[src/inc/internal_param_pkg.sv]
// Constants, offsets and types for the internal-parameter conversion block.
// Assumes a 25 MHz clock and a 32-bit AXI4-Lite register bus.
//
// Behaviour
// - Status command converts four internal quantities
// - All eight speed modes, chosen by mode bits
// - Total time 742, 1556, 134211 us examples
// - First result 58 us, skew 140 us
// - Stack sum code, sixteen bits, group A
// - Die temperature code, sixteen bits, group A
// - Analog supply group A, digital supply group B
// - Redundant variant adds comparison, same time
// - Three primary machines plus one spare machine
// - Plain status command never applies redundancy
// - Bit stream feeds both; compare at end
// - Mismatch stores fault code 0xFF0 upper bits
// - Low bits flag mismatched nibbles
// - Fault flag nibble never all zero
// - Spare guards one ADC, chosen by path
// - Force-fail bit makes redundant compares fail
// - Internal quantities checked only under 00/01
package internal_param_pkg;

    // ------------------------------------------------------------
    // Timing
    // ------------------------------------------------------------
    localparam int unsigned CLK_MHZ       = 25;
    localparam int unsigned TICK_US       = 1;
    localparam int unsigned TICK_CYCLES   = TICK_US * CLK_MHZ;
    localparam int unsigned NUM_MODES     = 8;
    localparam int unsigned NUM_QUANT     = 4;

    // Mode index: 27k, 14k, 7k, 3k, 2k, 1k, 422, 26 Hz
    localparam int unsigned MEAS_US [0:7][0:3] = '{
        '{58,    104,   151,   198},
        '{87,    163,   238,   314},
        '{145,   279,   413,   547},
        '{261,   512,   762,   1012},
        '{494,   977,   1460,  1943},
        '{960,   1908,  2857,  3805},
        '{1890,  3770,  5649,  7529},
        '{29818, 59624, 89431, 119238}
    };
    localparam int unsigned TOTAL_US [0:7] = '{742, 858, 1556, 2022, 2953, 4814, 8538, 134211};

    // ------------------------------------------------------------
    // Result coding
    // ------------------------------------------------------------
    localparam logic [15:0] RESULT_MAX = 16'hdfff;
    localparam logic [11:0] FAULT_HIGH = 12'hff0;
    localparam logic [1:0]  PS_AUTO    = 2'h0;
    localparam logic [1:0]  PS_ADC1    = 2'h1;
    localparam logic [1:0]  PS_ADC2    = 2'h2;

    // ------------------------------------------------------------
    // Register map
    // ------------------------------------------------------------
    localparam logic [7:0] ADDR_CTRL    = 8'h00;
    localparam logic [7:0] ADDR_CFG     = 8'h04;
    localparam logic [7:0] ADDR_STATUS  = 8'h08;
    localparam logic [7:0] ADDR_SUM     = 8'h0c;
    localparam logic [7:0] ADDR_TEMP    = 8'h10;
    localparam logic [7:0] ADDR_ANALOG  = 8'h14;
    localparam logic [7:0] ADDR_DIGITAL = 8'h18;

    localparam int unsigned CTRL_START_BIT = 0;
    localparam int unsigned CTRL_REDUN_BIT = 1;
    localparam int unsigned CTRL_MODE_LSB  = 2;
    localparam int unsigned CFG_PS_LSB     = 0;
    localparam int unsigned CFG_FORCE_BIT  = 2;

    localparam logic [1:0]  PS_RESET     = 2'h0;
    localparam logic        FORCE_RESET  = 1'b0;
    localparam logic [15:0] RESULT_RESET = 16'h0000;
    localparam logic [1:0]  RESP_OKAY    = 2'h0;
    localparam logic [1:0]  RESP_SLVERR  = 2'h2;

    typedef enum logic [1:0] {
        SEQ_IDLE = 2'b00,
        SEQ_MEAS = 2'b01,
        SEQ_TAIL = 2'b10
    } seq_state_type;

endpackage : internal_param_pkg

[src/hdl/internal_param_adc_redundancy.sv]
// Internal-parameter conversion sequencer with digital redundancy checker.
// Assumes modulator bit streams synchronous to clk and an AXI4-Lite master.
`timescale 1ns/1ns
module internal_param_adc_redundancy #(
    parameter int unsigned CYCLES_PER_TICK = internal_param_pkg::TICK_CYCLES
) (
    // Clock and reset
    input  wire logic        clk,
    input  wire logic        rst_n,
    // AXI4-Lite write
    input  wire logic [7:0]  awaddr,
    input  wire logic        awvalid,
    output logic             awready,
    input  wire logic [31:0] wdata,
    input  wire logic [3:0]  wstrb,
    input  wire logic        wvalid,
    output logic             wready,
    output logic [1:0]       bresp,
    output logic             bvalid,
    input  wire logic        bready,
    // AXI4-Lite read
    input  wire logic [7:0]  araddr,
    input  wire logic        arvalid,
    output logic             arready,
    output logic [31:0]      rdata,
    output logic [1:0]       rresp,
    output logic             rvalid,
    input  wire logic        rready,
    // Modulator bit streams, ADC1 in bit 0
    input  wire logic [2:0]  mod_bits,
    // Status
    output logic             conv_busy,
    output logic             conv_done
);
    import internal_param_pkg::*;

    // ------------------------------------------------------------
    // Bus slave state
    // ------------------------------------------------------------
    logic        aw_held, next_aw_held;
    logic [7:0]  aw_addr, next_aw_addr;
    logic        w_held, next_w_held;
    logic [31:0] w_data, next_w_data;
    logic [3:0]  w_strb, next_w_strb;
    logic [1:0]  next_bresp;
    logic        next_bvalid;
    logic [31:0] next_rdata;
    logic [1:0]  next_rresp;
    logic        next_rvalid;
    logic [1:0]  path_select, next_path_select;
    logic        force_fail, next_force_fail;
    logic        do_write;
    logic        start_req;

    // ------------------------------------------------------------
    // Sequencer state
    // ------------------------------------------------------------
    seq_state_type state, next_state;
    logic [4:0]  div_cnt, next_div_cnt;
    logic [17:0] us_cnt, next_us_cnt;
    logic [1:0]  step, next_step;
    logic [2:0]  mode, next_mode;
    logic        redun_on, next_redun_on;
    logic [1:0]  guard_sel, next_guard_sel;
    logic [15:0] results [0:3];
    logic [15:0] next_results [0:3];
    logic        next_conv_done;
    logic        tick;
    logic        win_end;
    logic        filt_clear;
    logic [15:0] prim_result [0:2];
    logic [15:0] spare_result;
    logic [15:0] spare_eff;
    logic [15:0] diff;
    logic [3:0]  nib_flags;
    logic [15:0] checked;

    assign awready  = !aw_held && !bvalid;
    assign wready   = !w_held && !bvalid;
    assign arready  = !rvalid;
    assign do_write = aw_held && w_held && !bvalid;
    assign start_req = do_write && aw_addr == ADDR_CTRL && w_strb[0]
                       && w_data[CTRL_START_BIT];

    // ------------------------------------------------------------
    // Bus slave
    // ------------------------------------------------------------
    always_comb begin
        next_aw_held     = aw_held;
        next_aw_addr     = aw_addr;
        next_w_held      = w_held;
        next_w_data      = w_data;
        next_w_strb      = w_strb;
        next_bresp       = bresp;
        next_bvalid      = bvalid;
        next_rdata       = rdata;
        next_rresp       = rresp;
        next_rvalid      = rvalid;
        next_path_select = path_select;
        next_force_fail  = force_fail;
        if (awvalid && awready) begin
            next_aw_held = 1'b1;
            next_aw_addr = awaddr;
        end
        if (wvalid && wready) begin
            next_w_held = 1'b1;
            next_w_data = wdata;
            next_w_strb = wstrb;
        end
        if (bvalid && bready) begin
            next_bvalid = 1'b0;
        end
        if (do_write) begin
            next_aw_held = 1'b0;
            next_w_held  = 1'b0;
            next_bvalid  = 1'b1;
            next_bresp   = RESP_OKAY;
            if (aw_addr == ADDR_CFG) begin
                if (w_strb[0]) begin
                    next_path_select = w_data[CFG_PS_LSB +: 2];
                    next_force_fail  = w_data[CFG_FORCE_BIT];
                end
            end else if (aw_addr == ADDR_CTRL || aw_addr == ADDR_STATUS
                         || aw_addr == ADDR_SUM || aw_addr == ADDR_TEMP
                         || aw_addr == ADDR_ANALOG || aw_addr == ADDR_DIGITAL) begin
                next_bresp = RESP_OKAY;
            end else begin
                next_bresp = RESP_SLVERR;
            end
        end
        if (rvalid && rready) begin
            next_rvalid = 1'b0;
        end
        if (arvalid && arready) begin
            next_rvalid = 1'b1;
            next_rresp  = RESP_OKAY;
            next_rdata  = 32'h0000_0000;
            if (araddr == ADDR_CTRL) begin
                next_rdata[CTRL_MODE_LSB +: 3] = mode;
                next_rdata[CTRL_REDUN_BIT]     = redun_on;
            end else if (araddr == ADDR_CFG) begin
                next_rdata[CFG_PS_LSB +: 2]  = path_select;
                next_rdata[CFG_FORCE_BIT]    = force_fail;
            end else if (araddr == ADDR_STATUS) begin
                next_rdata[0]   = conv_busy;
                next_rdata[2:1] = step;
            end else if (araddr == ADDR_SUM) begin
                next_rdata[15:0] = results[0];
            end else if (araddr == ADDR_TEMP) begin
                next_rdata[15:0] = results[1];
            end else if (araddr == ADDR_ANALOG) begin
                next_rdata[15:0] = results[2];
            end else if (araddr == ADDR_DIGITAL) begin
                next_rdata[15:0] = results[3];
            end else begin
                next_rresp = RESP_SLVERR;
            end
        end
    end

    always_ff @(posedge clk) begin
        if (!rst_n) begin
            aw_held     <= 1'b0;
            aw_addr     <= 8'h00;
            w_held      <= 1'b0;
            w_data      <= 32'h0000_0000;
            w_strb      <= 4'h0;
            bresp       <= RESP_OKAY;
            bvalid      <= 1'b0;
            rdata       <= 32'h0000_0000;
            rresp       <= RESP_OKAY;
            rvalid      <= 1'b0;
            path_select <= PS_RESET;
            force_fail  <= FORCE_RESET;
        end else begin
            aw_held     <= next_aw_held;
            aw_addr     <= next_aw_addr;
            w_held      <= next_w_held;
            w_data      <= next_w_data;
            w_strb      <= next_w_strb;
            bresp       <= next_bresp;
            bvalid      <= next_bvalid;
            rdata       <= next_rdata;
            rresp       <= next_rresp;
            rvalid      <= next_rvalid;
            path_select <= next_path_select;
            force_fail  <= next_force_fail;
        end
    end

    // ------------------------------------------------------------
    // Decimation machines
    // ------------------------------------------------------------
    // Samples once per microsecond so even the slowest window fits 16 bits
    assign tick       = state != SEQ_IDLE && div_cnt == 5'(CYCLES_PER_TICK - 1);
    assign win_end    = state == SEQ_MEAS && tick
                        && us_cnt == 18'(MEAS_US[mode][step]);
    assign filt_clear = start_req && state == SEQ_IDLE || win_end;

    generate
        for (genvar g = 0; g < 3; g++) begin : g_primary
            decimation_machine u_primary (
                .clk    (clk),
                .rst_n  (rst_n),
                .clear  (filt_clear),
                .sample (tick),
                .bit_in (mod_bits[g]),
                .result (prim_result[g])
            );
        end
    endgenerate

    // The spare shares the guarded ADC's stream with its primary
    decimation_machine u_spare (
        .clk    (clk),
        .rst_n  (rst_n),
        .clear  (filt_clear),
        .sample (tick),
        .bit_in (mod_bits[guard_sel]),
        .result (spare_result)
    );

    // ------------------------------------------------------------
    // Redundancy checker
    // ------------------------------------------------------------
    // Forcing flips bit 0, so the nibble 0 flag is always set
    assign spare_eff = spare_result ^ {15'h0000, force_fail};
    assign diff      = prim_result[guard_sel] ^ spare_eff;

    generate
        for (genvar n = 0; n < 4; n++) begin : g_nibble
            assign nib_flags[n] = |diff[4*n +: 4];
        end
    endgenerate

    // Fault only on mismatch, so the flag nibble is never zero
    assign checked = (redun_on && nib_flags != 4'h0) ? {FAULT_HIGH, nib_flags}
                                                     : prim_result[0];

    // ------------------------------------------------------------
    // Sequencer
    // ------------------------------------------------------------
    always_comb begin
        next_state     = state;
        next_div_cnt   = div_cnt;
        next_us_cnt    = us_cnt;
        next_step      = step;
        next_mode      = mode;
        next_redun_on  = redun_on;
        next_guard_sel = guard_sel;
        next_conv_done = 1'b0;
        for (int i = 0; i < 4; i++) begin
            next_results[i] = results[i];
        end
        if (state != SEQ_IDLE) begin
            if (tick) begin
                next_div_cnt = 5'h00;
                next_us_cnt  = us_cnt + 18'h00001;
            end else begin
                next_div_cnt = div_cnt + 5'h01;
            end
        end
        case (state)
            SEQ_IDLE: begin
                // A start while busy is ignored; this branch only runs idle
                if (start_req) begin
                    next_state    = SEQ_MEAS;
                    next_div_cnt  = 5'h00;
                    next_us_cnt   = 18'h00000;
                    next_step     = 2'h0;
                    next_mode     = w_data[CTRL_MODE_LSB +: 3];
                    // Internal quantities run on ADC1, checked only under 00/01
                    next_redun_on = w_data[CTRL_REDUN_BIT]
                                    && (path_select == PS_AUTO
                                        || path_select == PS_ADC1);
                    if (path_select == PS_AUTO || path_select == PS_ADC1) begin
                        next_guard_sel = 2'h0;
                    end else if (path_select == PS_ADC2) begin
                        next_guard_sel = 2'h1;
                    end else begin
                        next_guard_sel = 2'h2;
                    end
                end
            end
            SEQ_MEAS: begin
                if (win_end) begin
                    next_results[step] = checked;
                    next_step          = step + 2'h1;
                    if (step == 2'h3) begin
                        next_state = SEQ_TAIL;
                    end
                end
            end
            SEQ_TAIL: begin
                // Same total time with or without the comparison
                if (tick && us_cnt == 18'(TOTAL_US[mode])) begin
                    next_state     = SEQ_IDLE;
                    next_conv_done = 1'b1;
                end
            end
            default: begin
                next_state = SEQ_IDLE;
            end
        endcase
    end

    always_ff @(posedge clk) begin
        if (!rst_n) begin
            state     <= SEQ_IDLE;
            div_cnt   <= 5'h00;
            us_cnt    <= 18'h00000;
            step      <= 2'h0;
            mode      <= 3'h0;
            redun_on  <= 1'b0;
            guard_sel <= 2'h0;
            conv_done <= 1'b0;
            for (int i = 0; i < 4; i++) begin
                results[i] <= RESULT_RESET;
            end
        end else begin
            state     <= next_state;
            div_cnt   <= next_div_cnt;
            us_cnt    <= next_us_cnt;
            step      <= next_step;
            mode      <= next_mode;
            redun_on  <= next_redun_on;
            guard_sel <= next_guard_sel;
            conv_done <= next_conv_done;
            for (int i = 0; i < 4; i++) begin
                results[i] <= next_results[i];
            end
        end
    end

    assign conv_busy = state != SEQ_IDLE;

endmodule : internal_param_adc_redundancy

[src/hdl/decimation_machine.sv]
// One integrate-and-count decimation machine for a modulator bit stream.
// Assumes sample pulses at the conversion rate and a clear at window start.
`timescale 1ns/1ns
module decimation_machine (
    // Clock and reset
    input  wire logic        clk,
    input  wire logic        rst_n,
    // Stream
    input  wire logic        clear,
    input  wire logic        sample,
    input  wire logic        bit_in,
    // Result
    output logic [15:0]      result
);
    import internal_param_pkg::*;

    logic [15:0] next_result;

    always_comb begin
        next_result = result;
        if (clear) begin
            next_result = RESULT_RESET;
        end else if (sample && bit_in && result != RESULT_MAX) begin
            // Saturates so a valid code never reaches the fault range
            next_result = result + 16'h0001;
        end
    end

    always_ff @(posedge clk) begin
        if (!rst_n) begin
            result <= RESULT_RESET;
        end else begin
            result <= next_result;
        end
    end

endmodule : decimation_machine

[config.mk]
export PLATFORM = sky130hd
export DESIGN_NAME = internal_param_adc_redundancy
export DESIGN_NICKNAME = d
export VERILOG_FILES = /design/src/inc/internal_param_pkg.sv /design/src/hdl/internal_param_adc_redundancy.sv /design/src/hdl/decimation_machine.sv
export SDC_FILE = /design/constraint.sdc
export NUM_CORES = 1
export LEC_CHECK = 0
export ABC_CLOCK_PERIOD_IN_PS = 3860
export BUFFER_PORTS_ARGS = -buffer_cell sky130_fd_sc_hd__buf_2
export CAP_MARGIN = 20
export CORE_MARGIN = 3
export CORE_UTILIZATION = 50
export DETAILED_ROUTE_END_ITERATION = 10
export PLACE_DENSITY_LB_ADDON = 0.2
export SYNTH_ARGS = -nofsm -noshare
export SYNTH_HDL_FRONTEND = slang
export SYNTH_HIERARCHICAL = 1
export SYNTH_SLANG_ARGS = --single-unit
[constraint.sdc]
create_clock -name clk -period 3.86 [get_ports clk]
set_clock_uncertainty 0.2 [all_clocks]
set_input_delay 0.579 -clock clk [delete_from_list [all_inputs] [get_ports clk]]
set_output_delay 0.579 -clock clk [all_outputs]
set_load 0.01 [all_outputs]
== Word level (Yosys, flattened, before mapping) ==
Memories as Yosys holds them, arrays and structs flattened.
Cells that the tools add are included.

* Add/sub/neg operators: 7
* $lt $le $gt $ge: 5
* Equality and inequality tests: 28
* Multiplexer cells: 67
* Bitwise operators: 10
* Reductions and logical operators: 59

{| class="wikitable"
|+ Operator list
! operator !! number
|-
| $mux W128 || 2
|-
| $mux W16 || 12
|-
| $mux W18 || 8
|-
| $mux W64 || 2
|-
| $add A16 B1 Y16 const B || 4
|-
| $bmux W32 S2 || 1
|-
| $bwmux W64 || 1
|-
| $ne A16 B16 Y1 const B || 4
|-
| $eq A8 B5 Y1 const B || 6
|-
| $eq A18 B18 Y1 || 2
|-
| $mux W2 || 17
|-
| $bmux W16 S2 || 1
|-
| $demux W16 S2 || 1
|-
| $eq A8 B4 Y1 const B || 4
|-
| $logic_and A1 B1 Y1 || 28
|-
| $mux W13 || 2
|-
| $mux W5 || 4
|-
| $add A18 B1 Y18 const B || 1
|-
| $eq A8 B3 Y1 const B || 2
|-
| $logic_not A8 Y1 || 2
|-
| $reduce_or A4 Y1 || 4
|-
| $xor A16 B1 Y16 || 1
|-
| $xor A16 B16 Y16 || 1
|-
| $mux W11 || 1
|-
| 30 further kinds || 65
|}

* Register bits after elaboration: 139
* Bits in writable memories: 64
* ROM bits: 1280
* Bits of input ports: 62
* Output and inout port bits: 43
* Memories: 3

{| class="wikitable"
|+ Memory list
! memory !! depth !! width !! rd ports !! clocked after memory_dff !! wr ports !! line !! RTL
|-
| (no name shown) || 8 || 128 || 1 || 0 || 0 || internal_param_adc_redundancy.sv:197 || <nowiki>&& us_cnt == 18'(MEAS_US[mode][step]);</nowiki>
|-
| (no name shown) || 8 || 32 || 1 || 0 || 0 || internal_param_adc_redundancy.sv:296 || <nowiki>if (tick && us_cnt == 18'(TOTAL_US[mode])) begin</nowiki>
|-
| results || 4 || 16 || 4 || 0 || 4 || internal_param_adc_redundancy.sv:65 || <nowiki>logic [15:0] results [0:3];</nowiki>
|}

== Longest topological paths before layout ==
Gate-level depths: netlist of run 1.

* Word-level depth: 13
* Mapped depth: 14
* Mapped depth without buffers: 12

== By module ==
The synthesis of run 1 kept the hierarchy.

{| class="wikitable"
|+ Modules (own cells, without submodules)
! module !! times used !! cells an instance !! area an instance (um2) !! sequential area each (um2)
|-
| internal_param_adc_redundancy || 1 || 1097 || 8932.3 || 2742.6
|-
| decimation_machine || 4 || 95 || 820.8 || 320.3
|}

== Least setup slack after synthesis of run 1 ==
No wires, ideal clock.

* Path kind: register to register
* Start: register mode[1]
* End: register g_primary[0].u_primary.result[2]
* Setup time: 131 ps
* Arrival time: 3663 ps
* Required time: 3529 ps
* Path slack: -134 ps
* Cell stages (with the launch flop): 14
* Clock period less this slack: 3994 ps
* Path through: dfxtp_1 -> inv_1 -> ha_1 -> buf_4 -> inv_2 -> mux4_2 -> mux2i_1 -> xor2_2 -> nand3_1 -> or3_1 -> o31ai_1 -> nand2b_1 -> clkbuf_1 -> nor3b_1

* Longest elaborated chain between the ends: 11

{| class="wikitable"
|+ RTL lines
! element !! line !! RTL
|-
| start: declaration || internal_param_adc_redundancy.sv:62 || <nowiki>logic [2:0] mode, next_mode;</nowiki>
|-
| start signal: assignment || internal_param_adc_redundancy.sv:325 || <nowiki>mode <= next_mode;</nowiki>
|-
| $not A3 Y4 (implied by the code) || internal_param_adc_redundancy.sv:197 ||
|-
| $mem_v2 Z8 W128 || -- ||
|-
| $mux W128 (implied by the code) (2 in a row) || internal_param_adc_redundancy.sv:197 ||
|-
| $bmux W32 S2 || internal_param_adc_redundancy.sv:197 ||
|-
| $mux W18 (implied by the code) (2 in a row) || internal_param_adc_redundancy.sv:197 ||
|-
| $eq A18 B18 Y1 || internal_param_adc_redundancy.sv:197 ||
|-
| $logic_and A1 B1 Y1 || internal_param_adc_redundancy.sv:197 ||
|-
| $logic_or A1 B1 Y1 || internal_param_adc_redundancy.sv:198 || <nowiki>assign filt_clear = start_req && state == SEQ_IDLE || win_end;</nowiki>
|-
| via filt_clear || internal_param_adc_redundancy.sv:70 || <nowiki>logic filt_clear;</nowiki>
|-
| $reduce_or A2 Y1 (no source line) || -- ||
|-
| end signal: assignment || decimation_machine.sv:33 || <nowiki>result <= next_result;</nowiki>
|-
| end: declaration || decimation_machine.sv:13 || <nowiki>output logic [15:0] result</nowiki>
|}

The timed path passes the listed nets, and every way through them passes these cells. The select of a mux whose other input is x is not followed.
A chain may end at the register's enable or synchronous reset.

==> out/results.txt, run 1 <==
The flow ran to the end, and the final reports show no timing, DRC or antenna violations. The share of async-settable or async-resettable flops after synthesis works out to 0. The remaining global-route overflow is 0, and the shortest period the worst path allows is 3670 ps. The number of antenna diodes in the final layout is 0. The floorplan die area is 0.0263 mm^2, and the sum of negative setup slack is 0 ps. The area of the core region was 0.0238 mm^2; the number of enable flip-flop cells after synthesis was 0.

The multiplexer fraction of the synthesized cell area is 0.0663. From synthesis to final layout, the design area changed by 11.3%. The synthesized cell area was 0.0122 mm^2; the buffer levels on the longest clock path was 3. Synthesis produced 1477 cells.

The setup path with the least slack is of type flip-flop to flip-flop. IR analysis of the VDD net gives a maximum drop of 0.000396 V. In this run the worst path has a maximum fanout of 26.

Leaving out fill and tap cells, the most frequent cells in the layout are 198 x sky130_fd_sc_hd__dfxtp_1, 114 x sky130_fd_sc_hd__nor2_1, 108 x sky130_fd_sc_hd__nand2_1. Primary flip-flop cell chosen by synthesis mapping: sky130_fd_sc_hd__dfxtp_1. For this block, the routed nets add up to 34800 um of wire. The height of the die came out at 162 um. Prior to clock tree synthesis, the placed netlist has a worst setup slack of 61.6 ps. At the worst endpoint, the required time is 4070 ps.

At the pin with the least slew margin, the transition time is 982 ps. The count of input and output buffers was 56; the post-synthesis share of cell area spent on xor and xnor gates was 0.0250. The number of antenna violations at the first check in global routing is 0. In this run the static leakage power is 0.00472 uW. After layout, the worst setup slack is 193 ps.

The congestion estimate from routability-driven global placement came to 0.927. The tools report the TritonCTS buffer count as 24. Register area share after synthesis: 0.329. TritonCTS built the clock tree.

After synthesis, the largest family of logic cells by area is simple AND/OR/NAND/NOR gates. The number of buffers inserted by hold repair at cts is 0. Setup violations remaining at the end of the flow were counted as 0.

For the max-cap violation count, the log shows 0. The number of placement rows is 56, and the detailed-router iteration count before antenna repair is 5. The final layout contains 1584 nets.

The layout has 2161 filler cells. For this run, the top clock speed supported by timing is 273 MHz. The design draws 4540 uW. The simple logic cell fraction of the synthesized area works out to 0.248. After detailed routing, the number of remaining DRC violations is 0. Counting flops and latches in the post-synthesis netlist gives 201. Summed over all nets, the half-perimeter wirelength after detailed placement is 24000 um.

Power per cell area: 334 mW/mm^2. The final max-slew violation count is 0, and the compound-cell area share of the yosys netlist is 0.244. Dividing the detail-routed wire length by the instance count gives 19.0 um. Leaving out fill and tap cells, the most frequent cell in the layout is sky130_fd_sc_hd__dfxtp_1.

Dividing the synthesized area by the synthesized cell count gives 8.27 um^2. In the routed layout, each cell is associated on average with a via count of 6.34. The category of the worst setup path launch point is a flip-flop. After the first detailed-routing iteration, the DRC count stood at 1029.

In this run the count of I/O pins placed on the die edge is 105. The die is 162 um wide. The tree built by TritonCTS fans out to 201 sinks.

The adder-cell share of the synthesized area came out at 0.0225. The number of endpoints with negative hold slack in the final report is 0. The placed cell count is 1793. Entering global routing, the biggest net connects 57 pins. The number of global-route vias before repair was 10859. The tools report the number of cells in the finished layout apart from fillers as 1835. The final clock period utilization by the worst path came out at 0.950.

The tools report the number of distinct standard cells referenced by the synthesized netlist as 88. The worst hold path belongs to the class input port to flip-flop. The clock-pin transition on the worst setup and hold timing paths works out to 60 ps. The starting density of the core is 0.514, and the wire length of the first global-routing pass is 56700 um. At the later pin of the worst-skew pair, clock insertion delay measures 540 ps.

STA classifies the critical path endpoint as a flip-flop. For the relative slew slack, the log shows 0.343. The detailed router placed 11633 vias in this run.

The utilization of the core after routing was 0.572. The fraction of final layout cells sized beyond drive strength 1 was 0.139. The tools report the root cell of the clock tree as sky130_fd_sc_hd__clkbuf_16. The aggregate global-route resource usage is 0.258. The number of antenna-violating nets in the routed design was 0; the number of H-tree levels was 1.

For this run, the number of Yosys warnings is 6. Data on the critical path arrives at its endpoint at 3870 ps.
-- power breakdown --
part	switching, uW	leakage, uW	internal, uW
logic	115	0.00270	54.8
clock network	919	0.000396	1350
registers	12.0	0.00162	2090
total	1050	0.00472	3500
-- logic make-up after synthesis --
family                     Yosys count
AOI/OAI and AO/OA                  436
xor gates and xnor gates            34
adders and majority gates           22
buffers and inverters              166
DFF                                201
muxes                               76
other                                1
and+or+nand+nor                    541
-- path summary, 6_finish.rpt --
kind | start | end | slack, ps | cells after the start
max | mode[2] | results[1][1] | 190 | 9
min | rready | rvalid | 30 | 2
min reg2reg | results[3][5] | results[3][5] | 260 | 2
max reg2reg | mode[2] | results[1][1] | 190 | 9
-- registers in the layout (all words and copies together), names as in the netlist, 3 cells and up --
register,flops
div_cnt,5
g_primary.u_primary/result,48
results,64
u_spare/result,16
rdata,16
mode,3
w_data,5
us_cnt,18
aw_addr,8
-- Yosys cell counts, types with 21 or more instances --
master	n	area share
sky130_fd_sc_hd__xnor2_1	23	0.016
sky130_fd_sc_hd__o2111ai_1	46	0.033
sky130_fd_sc_hd__dfxtp_1	201	0.33
sky130_fd_sc_hd__clkbuf_1	76	0.023
sky130_fd_sc_hd__nand3_1	55	0.023
sky130_fd_sc_hd__a22oi_1	26	0.016
sky130_fd_sc_hd__o21ai_0	60	0.025
sky130_fd_sc_hd__mux2i_1	64	0.052
sky130_fd_sc_hd__buf_4	23	0.014
sky130_fd_sc_hd__nand2b_1	32	0.016
sky130_fd_sc_hd__nor2_1	114	0.035
sky130_fd_sc_hd__ha_1	22	0.023
sky130_fd_sc_hd__or3_1	25	0.013
sky130_fd_sc_hd__buf_2	21	0.0086
sky130_fd_sc_hd__nor4_1	21	0.011
sky130_fd_sc_hd__a21oi_1	107	0.044
sky130_fd_sc_hd__inv_1	31	0.0095
sky130_fd_sc_hd__nand4_1	32	0.016
sky130_fd_sc_hd__nand3b_1	29	0.018
sky130_fd_sc_hd__o31ai_1	59	0.036
sky130_fd_sc_hd__nand2_1	108	0.033
-- per-stage QoR --
step,hold slack (ps),area (um^2)
finish,27.2,13600
detailed placement,249,12800
global placement,240,12800
CTS,9.19,13600
floorplan,233,12300
global route,40.8,13600
-- metal layers --
layer | up-vias | wire, um | part of all wire | GRT usage
met2 | 435 | 15600 | 0.45 | 0.410
met1 | 5534 | 15600 | 0.45 | 0.357
met3 | 68 | 2550 | 0.073 | 0.0459
met4 | 0 | 991 | 0.028 | 0.0799
met5 | - | 0 | 0 | 0
li1 | 5596 | - | - | -
-- worst max-delay path, stage by stage, from the launching register on --
cell                       delay [ps]
sky130_fd_sc_hd__dfxtp_2          640
sky130_fd_sc_hd__buf_4            340
sky130_fd_sc_hd__mux2_2           390
sky130_fd_sc_hd__a211oi_1         260
sky130_fd_sc_hd__a211oi_1         110
sky130_fd_sc_hd__nor4_2           380
sky130_fd_sc_hd__nand4_2          360
sky130_fd_sc_hd__buf_4            370
sky130_fd_sc_hd__o311ai_0         360
sky130_fd_sc_hd__o21ai_1          120
-- repair_timing --
item	4_1_cts	5_1_grt
setup buffers	0	0
setup endpoints to repair	0	50
resized for setup	0	5
-- final cells by class --
cell class,count,area (um^2),area share
multi-input combinational,1127,7510,0.552
sequential,201,4030,0.296
timing repair buffer,109,716,0.0527
clock buffer,35,712,0.0524
tap,319,399,0.0294
inverter,37,139,0.0102
clock inverter,7,92.6,0.00681
(Power assumes the default switching activity.)
==> run 2: changes to the inputs <==
- BUFFER_PORTS_ARGS: -buffer_cell sky130_fd_sc_hd__buf_2 -> -buffer_cell sky130_fd_sc_hd__buf_4
- CORE_ASPECT_RATIO: unset -> 1.4
==> run 2 against run 1 <==
Net effect:
- flip-flop and latch count is the same
- count of clock-buffer cells in the layout shrank 6
- non-clock buffer count grew 10
- global-route usage is essentially flat
- first-iteration DRC count shrank 21%
- via count shrank 0.23%
- total power shrank 2.6%
- critical endpoint is now u_spare/result[15]
- highest routed layer unchanged
==> out/results.txt, run 2 (synthesis gave the netlist of run 1 again) <==
The run finished with clean final reports. For the worst ir drop on vdd, the log shows 0.000335 V (-15%). The logs give 0 (unchanged) for the number of antenna violations at the first check in global routing and 0 ps (unchanged) for the sum of negative setup slack. For the clock sink count, the log shows 201 (unchanged). TritonCTS built the clock tree. The run gives 1834 (-0.054%) as the number of cells in the finished layout apart from fillers. The fraction of final layout cells sized beyond drive strength 1 was 0.143 (+0.00386); the placed cell count was 1794 (+0.056%). The transition at the pin with the smallest max-transition slack is 1030 ps (+43.9 ps), and the relative slew slack is 0.315 (-0.0277). The area growth from synthesis to layout is 12.3%.

The routed length per instance works out to 19.2 um (+1.3%). Area of the core region: 0.0240 mm^2 (+0.94%). The top cell types in the final layout, fill and taps aside, are 199 x sky130_fd_sc_hd__dfxtp_1, 116 x sky130_fd_sc_hd__buf_4, 114 x sky130_fd_sc_hd__nor2_1. The clock-pin transition on the worst setup and hold timing paths is 60 ps (about the same), and the final clock period utilization by the worst path is 0.951 (about the same). More flip-flops sit in one register than any other, and that register is results. The count of cell instances traversed by the critical path was 13 (+4); the net count reported at finish was 1592 (+0.51%). The largest registers in the layout are results (64), g_primary.u_primary/result (48), us_cnt (18). Height of the die: 191 um (+18%). The number of violations reported at the end of detailed-routing iteration 0 is 810 (-21%). The tightest hold margin is 32.9 ps (+5.67 ps), and the residual DRC count is 0 (unchanged).

Setup repair after global routing left no endpoint under its margin. The TritonCTS buffer count came out at 22 (-8.3%). The biggest fanout along the worst timing path was 9 (-65%); the detailed-router iteration count before antenna repair was 6 (+1). The aggregate global-route resource usage is 0.258 (about the same), and the number of placement rows is 67 (+20%). The largest net degree at the start of global routing is 61 (+7.0%). The switching part of the total is 0.231 (+0.000479).

The worst setup path is captured at a flip-flop. The tools report the highest attainable clock frequency as 273 MHz (about the same). The total wirelength of the detailed-routed design came out at 35200 um (+1.2%). The run gives 191 ps (-1.94 ps) as the post-layout worst setup margin. Starting density of the core: 0.509 (-0.00478). The root cell of the clock tree was sky130_fd_sc_hd__clkbuf_16. The width of the chip was 138 um (-15%); the fill cell total of the finished layout was 2256 (+4.4%). The logs give 25100 um (+4.4%) for the half-perimeter wire length of the detailed placement result and 105 (unchanged) for the boundary pin count. Slowest library cell on the worst path: sky130_fd_sc_hd__or4_1.

Final max-slew violation count: 0 (unchanged). For the floorplan die area, the log shows 0.0264 mm^2 (about the same). The clock network fraction of design power is 0.483 (-0.017).

The tools report the source-to-sink clock delay at the later pin of the worst-skew pair as 520 ps (-20 ps). The run gives 0 (unchanged) as the setup violation total in the final timing report. The logs give 1 (unchanged) for the number of H-tree levels and 0.881 (-5.0%) for the final weighted congestion in routability-driven placement. The utilization of the core after routing is 0.572 (about the same). The tools report the sequential power share as 0.476 (+0.013). The power per cell area is 322 mW/mm^2 (-3.5%), and the via-per-instance ratio is 6.33 (-0.18%). The worst setup path is launched from a flip-flop. The number of cells on the worst hold path works out to 2 (unchanged).

For the combinational cell fraction of total power, the log shows 0.041 (+0.004). The critical path goes through inv_1 -> ha_1 -> buf_4 -> mux4_2 -> a211oi_1 -> nor2_1 -> nand3_1 -> o31ai_2 -> buf_4 -> nand2b_1 -> buf_4 -> or4_1 -> nand2_1. The run gives 3 (unchanged) as the buffer levels on the longest clock path. The number of cells on the worst reg-to-reg path was 13 (+4); the required time of the worst setup path was 4120 ps (+50 ps). The total leakage power was 0.00476 uW (+0.82%); the shortest period the worst path allows was 3670 ps (+1.94 ps).

The logs give 0 (unchanged) for the number of antenna-violating nets in the routed design and 0 (unchanged) for the remaining global-route overflow. The longest individual stage delay on the worst path works out to 490 ps (-150 ps). The run gives 3400 uW (-2.6%) as the cell-internal power. Count of antenna diodes in the layout: 0 (unchanged). For the via count of the routed design, the log shows 11606 (-0.23%). In this design, the largest share of critical-path delay is due to simple AND/OR/NAND/NOR gates. The logs give 1020 uW (-2.4%) for the net switching power figure and 0 (unchanged) for the max-cap violation count.

By startpoint and endpoint, the worst setup path is classified as flip-flop to flip-flop. The logs give 11226 (+3.4%) for the number of global-route vias before repair and 57700 um (+1.8%) for the wire length of the first global-routing pass. The kind of path behind the tightest hold check was input port to flip-flop. Leaving out fill and tap cells, the most frequent cell in the layout is sky130_fd_sc_hd__dfxtp_1.

The number of endpoints with negative hold slack in the final report is 0 (unchanged). The number of buffer and inverter instances along the worst setup path was 4 (+2). The worst endpoint data arrival time was 3930 ps (+60 ps). The most numerous cell type found on the critical path is sky130_fd_sc_hd__buf_4. The count of input and output buffers came out at 56 (unchanged). The number of flip-flops in the largest register is 64 (unchanged), and the minimum setup slack after placement is 46.5 ps (-15.0 ps).
## run 2: changes by cell type in the layout (fill, tap and decap cells not counted), moves of 2 or more
cell                         before  now
sky130_fd_sc_hd__clkinvlp_4       0    2
sky130_fd_sc_hd__clkinv_4         2    0
sky130_fd_sc_hd__clkbuf_8         7    3
sky130_fd_sc_hd__clkbuf_16       24   22
sky130_fd_sc_hd__buf_2           56    0
sky130_fd_sc_hd__buf_4           50  116
sky130_fd_sc_hd__clkinv_2         3    6
## run 2: power by group through the flow
stage          combinational, uW  sequential (uW)  clock, uW
3_3_place_gp                 181             2150          0
6_report                     183             2100       2140
4_1_cts                      183             2100       2170
2_1_floorplan                118             2150          0
3_5_place_dp                 183             2150          0
5_1_grt                      202             2110       2250
## run 2: metrics by stage
step | area (um^2) | power (uW)
after floorplan | 12300 | 2270
after global placement | 13000 | 2330
after detailed placement | 13000 | 2330
after CTS | 13700 | 4460
after global routing | 13700 | 4550
final | 13700 | 4420
## run 2: area by class of cell
class	instances	area [um^2]	area share
Multi-Input combinational cell	1127	7510	0.547
Sequential cell	201	4030	0.293
Timing Repair Buffer	119	931	0.0678
Clock buffer	29	607	0.0442
Tap cell	310	388	0.0283
Inverter	37	139	0.0101
Clock inverter	11	121	0.00885
## run 2: worst paths after layout
check | endpoint | start | slack, ps
min | rvalid | rready | 30
max reg2reg | u_spare/result[15] | mode[0] | 190
min reg2reg | results[3][10] | results[3][10] | 260
max | u_spare/result[15] | mode[0] | 190
## run 2: worst reg2reg max path, cell delays in order, from the launching register on
cell and delay [ps]:
sky130_fd_sc_hd__dfxtp_1 350, sky130_fd_sc_hd__inv_1 150, sky130_fd_sc_hd__ha_1 350, sky130_fd_sc_hd__buf_4 180, sky130_fd_sc_hd__mux4_2 480, sky130_fd_sc_hd__a211oi_1 480, sky130_fd_sc_hd__nor2_1 100, sky130_fd_sc_hd__nand3_1 120
sky130_fd_sc_hd__o31ai_2 80, sky130_fd_sc_hd__buf_4 180, sky130_fd_sc_hd__nand2b_1 180, sky130_fd_sc_hd__buf_4 190, sky130_fd_sc_hd__or4_1 490, sky130_fd_sc_hd__nand2_1 70
## run 2: repair_timing
item	CTS	global route
buffers inserted	0	0
hold endpoints to repair	0	0
resized for setup	0	4
hold buffers	0	0
endpoints found under the setup margin	0	38
## run 2: metal layers
layer	share of wire	vias up	global-route usage
li1	-	5620	-
met1	0.42	5531	0.319
met3	0.055	92	0.0348
met5	0	-	0
met2	0.49	363	0.449
met4	0.041	0	0.111
